===== config.mk =====
export PLATFORM = sky130hd
export DESIGN_NAME = ppmux_top
export DESIGN_NICKNAME = d
export VERILOG_FILES = /design/src/shared/ppmux_pkg.sv /design/src/hdl/ppmux_level_sel.sv /design/src/hdl/ppmux_pin_sel.sv /design/src/hdl/ppmux_top.sv
export VERILOG_INCLUDE_DIRS = /design/src /design/src/shared
export SDC_FILE = /design/constraint.sdc
export NUM_CORES = 1
export LEC_CHECK = 0
export ABC_AREA = 1
export BUFFER_PORTS_ARGS = -buffer_cell sky130_fd_sc_hd__buf_2
export CORE_MARGIN = 2
export CORE_UTILIZATION = 35
export CTS_BUF_LIST = sky130_fd_sc_hd__clkbuf_4
export CTS_CLUSTER_SIZE = 40
export DETAILED_ROUTE_END_ITERATION = 6
export PLACE_DENSITY_LB_ADDON = 0.12
export SYNTH_ARGS = -nofsm -noshare
export SYNTH_HDL_FRONTEND = slang
export SYNTH_HIERARCHICAL = 1
export SYNTH_SLANG_ARGS = --single-unit

===== constraint.sdc =====
create_clock -name CLOCK -period 2.9 [get_ports CLOCK]
set_input_delay 0.29 -clock CLOCK [delete_from_list [all_inputs] [get_ports CLOCK]]
set_output_delay 0.29 -clock CLOCK [all_outputs]
set_load 0.03 [all_outputs]

===== src/shared/ppmux_defines.svh =====
// Constants of the port pin output multiplexer: offsets, resets, fields, codes.
// Assumes inclusion by its bare name from the package and the design files.
`ifndef PPMUX_DEFINES_SVH
`define PPMUX_DEFINES_SVH

// ****************************************************************
// Register offsets inside the register page
// ****************************************************************
`define PPMUX_ADDR_PAGE   8'h80
`define PPMUX_ADDR_PIN01  8'h81
`define PPMUX_ADDR_PIN23  8'h82
`define PPMUX_ADDR_CTRL   8'h83
`define PPMUX_ADDR_RUN01  8'h84
`define PPMUX_ADDR_RUN23  8'h85

// ****************************************************************
// Reset values
// ****************************************************************
`define PPMUX_RST_PAGE    2'h0
`define PPMUX_RST_PIN01   8'h50
`define PPMUX_RST_PIN23   8'h12
`define PPMUX_RST_CTRL    8'h00
`define PPMUX_RST_RUN     8'hFF
`define PPMUX_RD_NONE     8'h00

// ****************************************************************
// Field positions
// ****************************************************************
`define PPMUX_PAGE_FLD    1:0
`define PPMUX_LO_NIB      3:0
`define PPMUX_HI_NIB      7:4
`define PPMUX_INV_FLD     3:0
`define PPMUX_PAGE_PAD    6'h00

// ****************************************************************
// Source selection codes
// ****************************************************************
`define PPMUX_SRC_CLK     4'h0
`define PPMUX_SRC_RUN     4'h1
`define PPMUX_SRC_INT     4'h2
`define PPMUX_SRC_LOW     4'h3
`define PPMUX_SRC_HIGH    4'h4
`define PPMUX_SRC_DATA    4'h5
`define PPMUX_SRC_MFD     4'h6
`define PPMUX_SRC_CHD     4'h8
`define PPMUX_SRC_CHS     4'h9
`define PPMUX_SRC_RXD     4'hA
`define PPMUX_SRC_RXS     4'hB

`endif


===== src/shared/ppmux_pkg.sv =====
// Types shared by the port pin output multiplexer files.
// Assumes ppmux_defines.svh is on the include path.
`include "ppmux_defines.svh"

package ppmux_pkg;

    // Source codes of a pin selection field
    typedef enum logic [3:0] {
        PPMUX_CLK  = `PPMUX_SRC_CLK,
        PPMUX_RUN  = `PPMUX_SRC_RUN,
        PPMUX_INT  = `PPMUX_SRC_INT,
        PPMUX_LOW  = `PPMUX_SRC_LOW,
        PPMUX_HIGH = `PPMUX_SRC_HIGH,
        PPMUX_DATA = `PPMUX_SRC_DATA,
        PPMUX_MFD  = `PPMUX_SRC_MFD,
        PPMUX_CHD  = `PPMUX_SRC_CHD,
        PPMUX_CHS  = `PPMUX_SRC_CHS,
        PPMUX_RXD  = `PPMUX_SRC_RXD,
        PPMUX_RXS  = `PPMUX_SRC_RXS
    } ppmux_src_type;

    // Internal signals offered to every pin
    typedef struct packed {
        logic clk_out;
        logic run;
        logic int_n;
        logic data;
        logic mfd;
        logic chd;
        logic chs;
        logic rxd;
        logic rxs;
    } ppmux_srcs_type;

endpackage : ppmux_pkg


===== src/hdl/ppmux_level_sel.sv =====
// Picks one pin's receiver-run active level for the active configuration.
// Assumes the four level bits are ordered A in bit 0 up to D in bit 3.
`timescale 1ns/1ps

module ppmux_level_sel
    import ppmux_pkg::*;
(
    input  wire logic [3:0] level_bits,
    input  wire logic [1:0] cfg,
    output logic            level
);

    // Index by configuration code
    assign level = level_bits[cfg];

endmodule : ppmux_level_sel


===== src/hdl/ppmux_pin_sel.sv =====
// One port pin: source selection, run polarity, inversion, output flop.
// Assumes all sources come from logic on the same clock.
`timescale 1ns/1ps
`include "ppmux_defines.svh"

module ppmux_pin_sel
    import ppmux_pkg::*;
#(
    parameter bit CLK_OK = 1'b1
)
(
    input  wire logic           clk,
    input  wire logic           rst,
    input  wire logic [3:0]     sel,
    input  wire logic           invert,
    input  wire logic           run_level,
    input  wire ppmux_srcs_type srcs,
    output logic                pin_q
);

    logic pin_d;
    logic chosen;

    // Selection; unused codes give a static low before inversion
    always_comb
    begin
        chosen = 1'b0;
        unique case (sel)
            `PPMUX_SRC_CLK:  chosen = CLK_OK ? srcs.clk_out : 1'b0;
            `PPMUX_SRC_RUN:  chosen = srcs.run ~^ run_level;
            `PPMUX_SRC_INT:  chosen = srcs.int_n;
            `PPMUX_SRC_LOW:  chosen = 1'b0;
            `PPMUX_SRC_HIGH: chosen = 1'b1;
            `PPMUX_SRC_DATA: chosen = srcs.data;
            `PPMUX_SRC_MFD:  chosen = srcs.mfd;
            `PPMUX_SRC_CHD:  chosen = srcs.chd;
            `PPMUX_SRC_CHS:  chosen = srcs.chs;
            `PPMUX_SRC_RXD:  chosen = srcs.rxd;
            `PPMUX_SRC_RXS:  chosen = srcs.rxs;
            default:         chosen = 1'b0;
        endcase
    end

    // Inversion follows the selection
    assign pin_d = chosen ^ invert;

    // Registered pin drive, glitch free across selection changes
    always_ff @(posedge clk)
    begin
        if (rst)
            pin_q <= 1'b0;
        else
            pin_q <= pin_d;
    end

endmodule : ppmux_pin_sel


===== src/hdl/ppmux_top.sv =====
// Port pin output multiplexer: page register, pin source and control registers.
// Assumes the serial front end delivers one-cycle REG_WR / REG_RD strobes with
// an 8-bit offset, and all internal sources are synchronous to CLOCK.
//
// What this block does
// Two-bit page field selects configuration page
// Pin 1 field bits 7:4 selects source
// Pin 0 field bits 3:0, unused codes inert
// Pin 0/1 register resets to 0x50
// Pin 3 field: no clock out, resets run
// Pin 2 field full selection, resets interrupt
// Pin 2/3 register resets to 0x12
// Control bits 3:0 invert pins 3..0
// Inversion after selection; unused codes low
// Run polarity from per-configuration level bit
`timescale 1ns/1ps
`include "ppmux_defines.svh"

module ppmux_top
    import ppmux_pkg::*;
(
    input  wire logic       CLOCK,
    input  wire logic       SYS_RST,
    input  wire logic       REG_WR,
    input  wire logic       REG_RD,
    input  wire logic [7:0] REG_ADDR,
    input  wire logic [7:0] REG_WDATA,
    output logic      [7:0] REG_RDATA,
    output logic      [1:0] CFG_PAGE,
    input  wire logic [1:0] ACTIVE_CFG,
    input  wire logic       CLK_OUT,
    input  wire logic       RX_RUN,
    input  wire logic       INTERRUPT_OUT_N,
    input  wire logic       DATA,
    input  wire logic       MATCHED_FILTER_DATA,
    input  wire logic       CHIP_DATA,
    input  wire logic       CHIP_STROBE,
    input  wire logic       RX_DATA,
    input  wire logic       RECEIVE_STROBE,
    output logic      [3:0] PP_OUT
);

    // ****************************************************************
    // Register state
    // ****************************************************************
    logic [1:0]     page_select_field_q;
    logic [7:0]     pin01_source_register_q;
    logic [7:0]     pin23_source_register_q;
    logic [7:0]     pin_control_register_q;
    logic [7:0]     run_level_01_q;
    logic [7:0]     run_level_23_q;
    logic [7:0]     rdata_d;
    logic [7:0]     rdata_q;
    logic [3:0]     pin_invert;
    logic [3:0]     run_level;
    logic [3:0]     pin_out;
    ppmux_srcs_type srcs;

    // Address match helper, used by every write decode
    function automatic logic hit(input logic [7:0] addr, input logic [7:0] reg_off);
        hit = (addr == reg_off);
    endfunction : hit

    // ****************************************************************
    // Register writes
    // ****************************************************************

    // Page select; common registers answer on every page
    always_ff @(posedge CLOCK)
    begin
        if (SYS_RST)
            page_select_field_q <= `PPMUX_RST_PAGE;
        else if (REG_WR && hit(REG_ADDR, `PPMUX_ADDR_PAGE))
            page_select_field_q <= REG_WDATA[`PPMUX_PAGE_FLD];
    end

    // Pin 0 and pin 1 source fields
    always_ff @(posedge CLOCK)
    begin
        if (SYS_RST)
            pin01_source_register_q <= `PPMUX_RST_PIN01;
        else if (REG_WR && hit(REG_ADDR, `PPMUX_ADDR_PIN01))
            pin01_source_register_q <= REG_WDATA;
    end

    // Pin 2 and pin 3 source fields
    always_ff @(posedge CLOCK)
    begin
        if (SYS_RST)
            pin23_source_register_q <= `PPMUX_RST_PIN23;
        else if (REG_WR && hit(REG_ADDR, `PPMUX_ADDR_PIN23))
            pin23_source_register_q <= REG_WDATA;
    end

    // Pin control: drive strength bits are stored only, pad is elsewhere
    always_ff @(posedge CLOCK)
    begin
        if (SYS_RST)
            pin_control_register_q <= `PPMUX_RST_CTRL;
        else if (REG_WR && hit(REG_ADDR, `PPMUX_ADDR_CTRL))
            pin_control_register_q <= REG_WDATA;
    end

    // Run level bits, all active high out of reset
    always_ff @(posedge CLOCK)
    begin
        if (SYS_RST)
        begin
            run_level_01_q <= `PPMUX_RST_RUN;
            run_level_23_q <= `PPMUX_RST_RUN;
        end
        else if (REG_WR && hit(REG_ADDR, `PPMUX_ADDR_RUN01))
            run_level_01_q <= REG_WDATA;
        else if (REG_WR && hit(REG_ADDR, `PPMUX_ADDR_RUN23))
            run_level_23_q <= REG_WDATA;
    end

    // ****************************************************************
    // Register reads
    // ****************************************************************

    // Read mux; unmapped offsets and unused page bits read zero
    always_comb
    begin
        rdata_d = `PPMUX_RD_NONE;
        unique case (REG_ADDR)
            `PPMUX_ADDR_PAGE:  rdata_d = {`PPMUX_PAGE_PAD, page_select_field_q};
            `PPMUX_ADDR_PIN01: rdata_d = pin01_source_register_q;
            `PPMUX_ADDR_PIN23: rdata_d = pin23_source_register_q;
            `PPMUX_ADDR_CTRL:  rdata_d = pin_control_register_q;
            `PPMUX_ADDR_RUN01: rdata_d = run_level_01_q;
            `PPMUX_ADDR_RUN23: rdata_d = run_level_23_q;
            default:           rdata_d = `PPMUX_RD_NONE;
        endcase
    end

    // Read data held until the next read strobe
    always_ff @(posedge CLOCK)
    begin
        if (SYS_RST)
            rdata_q <= `PPMUX_RD_NONE;
        else if (REG_RD)
            rdata_q <= rdata_d;
    end

    assign REG_RDATA = rdata_q;
    assign CFG_PAGE  = page_select_field_q;

    // ****************************************************************
    // Pin multiplexers
    // ****************************************************************

    // Gather the internal sources
    assign srcs.clk_out = CLK_OUT;
    assign srcs.run     = RX_RUN;
    assign srcs.int_n   = INTERRUPT_OUT_N;
    assign srcs.data    = DATA;
    assign srcs.mfd     = MATCHED_FILTER_DATA;
    assign srcs.chd     = CHIP_DATA;
    assign srcs.chs     = CHIP_STROBE;
    assign srcs.rxd     = RX_DATA;
    assign srcs.rxs     = RECEIVE_STROBE;

    assign pin_invert = pin_control_register_q[`PPMUX_INV_FLD];

    // Per-pin run polarity for the configuration in use
    ppmux_level_sel u_lvl0 (
        .level_bits (run_level_01_q[`PPMUX_LO_NIB]),
        .cfg        (ACTIVE_CFG),
        .level      (run_level[0])
    );
    ppmux_level_sel u_lvl1 (
        .level_bits (run_level_01_q[`PPMUX_HI_NIB]),
        .cfg        (ACTIVE_CFG),
        .level      (run_level[1])
    );
    ppmux_level_sel u_lvl2 (
        .level_bits (run_level_23_q[`PPMUX_LO_NIB]),
        .cfg        (ACTIVE_CFG),
        .level      (run_level[2])
    );
    ppmux_level_sel u_lvl3 (
        .level_bits (run_level_23_q[`PPMUX_HI_NIB]),
        .cfg        (ACTIVE_CFG),
        .level      (run_level[3])
    );

    // Pin 0, full selection
    ppmux_pin_sel #(.CLK_OK(1'b1)) u_pin0 (
        .clk       (CLOCK),
        .rst       (SYS_RST),
        .sel       (pin01_source_register_q[`PPMUX_LO_NIB]),
        .invert    (pin_invert[0]),
        .run_level (run_level[0]),
        .srcs      (srcs),
        .pin_q     (pin_out[0])
    );

    // Pin 1, full selection
    ppmux_pin_sel #(.CLK_OK(1'b1)) u_pin1 (
        .clk       (CLOCK),
        .rst       (SYS_RST),
        .sel       (pin01_source_register_q[`PPMUX_HI_NIB]),
        .invert    (pin_invert[1]),
        .run_level (run_level[1]),
        .srcs      (srcs),
        .pin_q     (pin_out[1])
    );

    // Pin 2, clock out allowed
    ppmux_pin_sel #(.CLK_OK(1'b1)) u_pin2 (
        .clk       (CLOCK),
        .rst       (SYS_RST),
        .sel       (pin23_source_register_q[`PPMUX_LO_NIB]),
        .invert    (pin_invert[2]),
        .run_level (run_level[2]),
        .srcs      (srcs),
        .pin_q     (pin_out[2])
    );

    // Pin 3, clock out code is unused here
    ppmux_pin_sel #(.CLK_OK(1'b0)) u_pin3 (
        .clk       (CLOCK),
        .rst       (SYS_RST),
        .sel       (pin23_source_register_q[`PPMUX_HI_NIB]),
        .invert    (pin_invert[3]),
        .run_level (run_level[3]),
        .srcs      (srcs),
        .pin_q     (pin_out[3])
    );

    assign PP_OUT = pin_out;

    logic [3:0] p0_sel;
    logic [3:0] p1_sel;
    logic [3:0] p2_sel;
    logic [3:0] p3_sel;
    assign p0_sel = pin01_source_register_q[`PPMUX_LO_NIB];
    assign p1_sel = pin01_source_register_q[`PPMUX_HI_NIB];
    assign p2_sel = pin23_source_register_q[`PPMUX_LO_NIB];
    assign p3_sel = pin23_source_register_q[`PPMUX_HI_NIB];

    // Reset checks must see the cycle after reset
    logic rst_seen_q;
    always_ff @(posedge CLOCK)
    begin
        rst_seen_q <= SYS_RST;
    end
endmodule : ppmux_top


==> impl_metrics.json <==
{
  "status": "completed",
  "gp_congestion": 0.834,
  "die_y_um": 99.4,
  "ant_nets": 0,
  "drv_cap": 0,
  "p_leak_nw": 1.82,
  "dieArea_um2": 9890,
  "maxClockFrequency_mhz": 691,
  "initial_utilization": 0.364,
  "drt-total-wl_mm": 8.77,
  "hold_violations": 0,
  "core_um2": 8760,
  "rsz0062_at_grt": "no",
  "grt_util_all_layers": 0.185,
  "regArea_um2": 1080,
  "final_cell_mix": "142 x nand2_1, 81 x nand3_1, 74 x inv_1",
  "yosysTopAreaCell": "dfxtp_1",
  "netlist_area_um2": 3190,
  "grt_pass1_wl_mm": 14.5,
  "overflow": 0,
  "vias_per_cell": 4.85,
  "yosysWarningCount": 6,
  "dp_slack_ns": 1.12,
  "die-width_um": 99.4,
  "cts_tree": "done",
  "multi_input_area_um2": 1690,
  "finalCritPeriodShare": 0.499,
  "area_growth_syn_to_layout_pct": 10.1,
  "cts_hold_buf": 0,
  "path_clk_slew_ns": 0.15,
  "htree_num_levels": 2,
  "relSlewSlack": 0.365,
  "skew_ns": 0.00622,
  "portBuffers": 44,
  "clock-root-buffer": "clkbuf_4",
  "post_cts.repair.setup_buffers": 0,
  "clk_latency_ns": 0.38,
  "nNetsFinal": 578,
  "arrival_ns": 1.74,
  "n_antenna_cell": 0,
  "setup_viol": 0,
  "io_pins": 45,
  "vdd_drop_max_mv": 0.113,
  "p_per_area_nw_per_um2": 354,
  "cts_buffers": 5,
  "synth_seq_cells": 54,
  "drv_slew": 0,
  "row_count": 34,
  "num-fill-cells": 981,
  "antenna_found_initial": 0,
  "num_vias": 3179,
  "layout_commonest_cell": "nand2_1",
  "dr.pass1.iters": 4,
  "wl_per_cell_um": 13.4,
  "initialDrtViolationCount": 138,
  "crit_path_max_fanout": 3,
  "cts.sinks": 54,
  "finalSetupTns_ns": 0,
  "drive_above_1_share": 0.161,
  "hpwl_mm": 6.64,
  "clock_path_buffers": 2,
  "crit_required_ns": 3.20,
  "ys_types": 25,
  "min_path_type": "in2reg",
  "startpoint_type": "register",
  "worstSetupEndpointType": "register",
  "synth.top_cell.area_share": 0.339,
  "cts_resized": 0,
  "drcViolationCount": 0,
  "synthTopCellsByArea": "dfxtp_1 34%, nand2_1 17%, nand3_1 13%",
  "syn_area_per_cell_um2": 6.29,
  "synthesis.nets": 538,
  "path_class": "reg2reg",
  "yosysSeqAreaShare": 0.339,
  "max_slew.worst_pin.slew_ns": 0.951,
  "setup_ws_ns": 1.45,
  "grt_max_degree": 31,
  "postSynthCellCount": 507,
  "grt_pass1_vias": 2873,
  "period_needed_ns": 1.45
}
==> worst max-delay path: stages, from the launching register on <==
cell and delay (ns):
dfxtp_1 0.41, inv_1 0.05, nand2_1 0.05, nand3_1 0.07, nand2_1 0.15, inv_1 0.06
nand2_1 0.05, nand3_1 0.09, nand3_1 0.09, nand2_1 0.05, nand2_1 0.12, nand2_1 0.06
nand2_1 0.07, nor2_2 0.03
==> logic make-up (layout without fill, tap and decap cells) <==
| kind of cell | Yosys count | after routing | synth area share |
|---|---|---|---|
| simple gates | 277 | 277 | 0.393 |
| buf+inv | 97 | 138 | 0.132 |
| compound gates | 79 | 79 | 0.136 |
| flops | 54 | 54 | 0.339 |
==> state kept, by name, indices dropped and copies added, names as in the netlist <==
register                 cells
u_pin2/pin_q                 1
u_pin3/pin_q                 1
u_pin0/pin_q                 1
u_pin1/pin_q                 1
REG_RDATA                    8
run_level_01_q               8
pin23_source_register_q      8
run_level_23_q               8
pin01_source_register_q      8
CFG_PAGE                     2
pin_control_register_q       8
==> per-stage QoR <==
stage / utilization / hold slack, ns / instance area (um2) / cells / total power [W]
after global placement: 0.394 / 0.437 / 3460 / 648 / 0.000919
after global routing: 0.401 / 0.173 / 3510 / 656 / 0.00132
final: 0.401 / 0.199 / 3510 / 656 / 0.00124
after detailed placement: 0.394 / 0.441 / 3460 / 648 / 0.000921
after floorplan: - / 0.403 / 3190 / 507 / 0.000856
after CTS: 0.401 / 0.179 / 3510 / 656 / 0.00127
==> area by class of cell <==
| class | count | area share |
|---|---|---|
| tap | 108 | 0.0385 |
| clock inverter | 2 | 0.00249 |
| multi-input combinational | 356 | 0.480 |
| sequential | 54 | 0.308 |
| timing repair buffer | 47 | 0.0691 |
| clock buffer | 6 | 0.0128 |
| inverter | 83 | 0.0887 |
==> where the power goes <==
part	switching (W)	internal [W]
clock network	0.000238	0.000101
registers	0.00000269	0.000748
logic	0.000107	0.0000463
==> metal layers <==
metal | wire [um] | global-route usage
met4 | 119 | 0.0485
met3 | 373 | 0.0302
met5 | 0 | 0
met1 | 4240 | 0.248
met2 | 4040 | 0.310
==> worst paths after layout <==
kind / slack (ns) / endpoint / from / cells past startpoint
worst max-delay path: 1.45 / u_pin1/pin_q$_SDFF_PP0_ / run_level_01_q[7]$_SDFFE_PP1P_ / 13
worst min-delay path: 0.20 / pin01_source_register_q[3]$_SDFFE_PP0P_ / REG_WDATA[3] / 3
worst max register to register: 1.45 / u_pin1/pin_q$_SDFF_PP0_ / run_level_01_q[7]$_SDFFE_PP1P_ / 13
worst min register to register: 0.46 / pin_control_register_q[7]$_SDFFE_PP0P_ / pin_control_register_q[7]$_SDFFE_PP0P_ / 2
==> Yosys cell counts <==
library cell and number:
o21ai_1 12, a21oi_1 38, o22ai_1 2, a21oi_2 4
inv_2 9, o21ai_0 16, buf_4 2, buf_12 1
nand3_2 1, dfxtp_1 54, o21bai_1 6, nor2_2 7
nand3_4 2, o21bai_2 1, nand2_2 4, buf_8 2
nor2_4 6, nand4_1 2, nor2_1 32, nand2_1 142
nand3_1 81, buf_2 2, inv_1 74, clkbuf_1 6
buf_6 1
No activity file was read; power rests on OpenSTA's default activity.
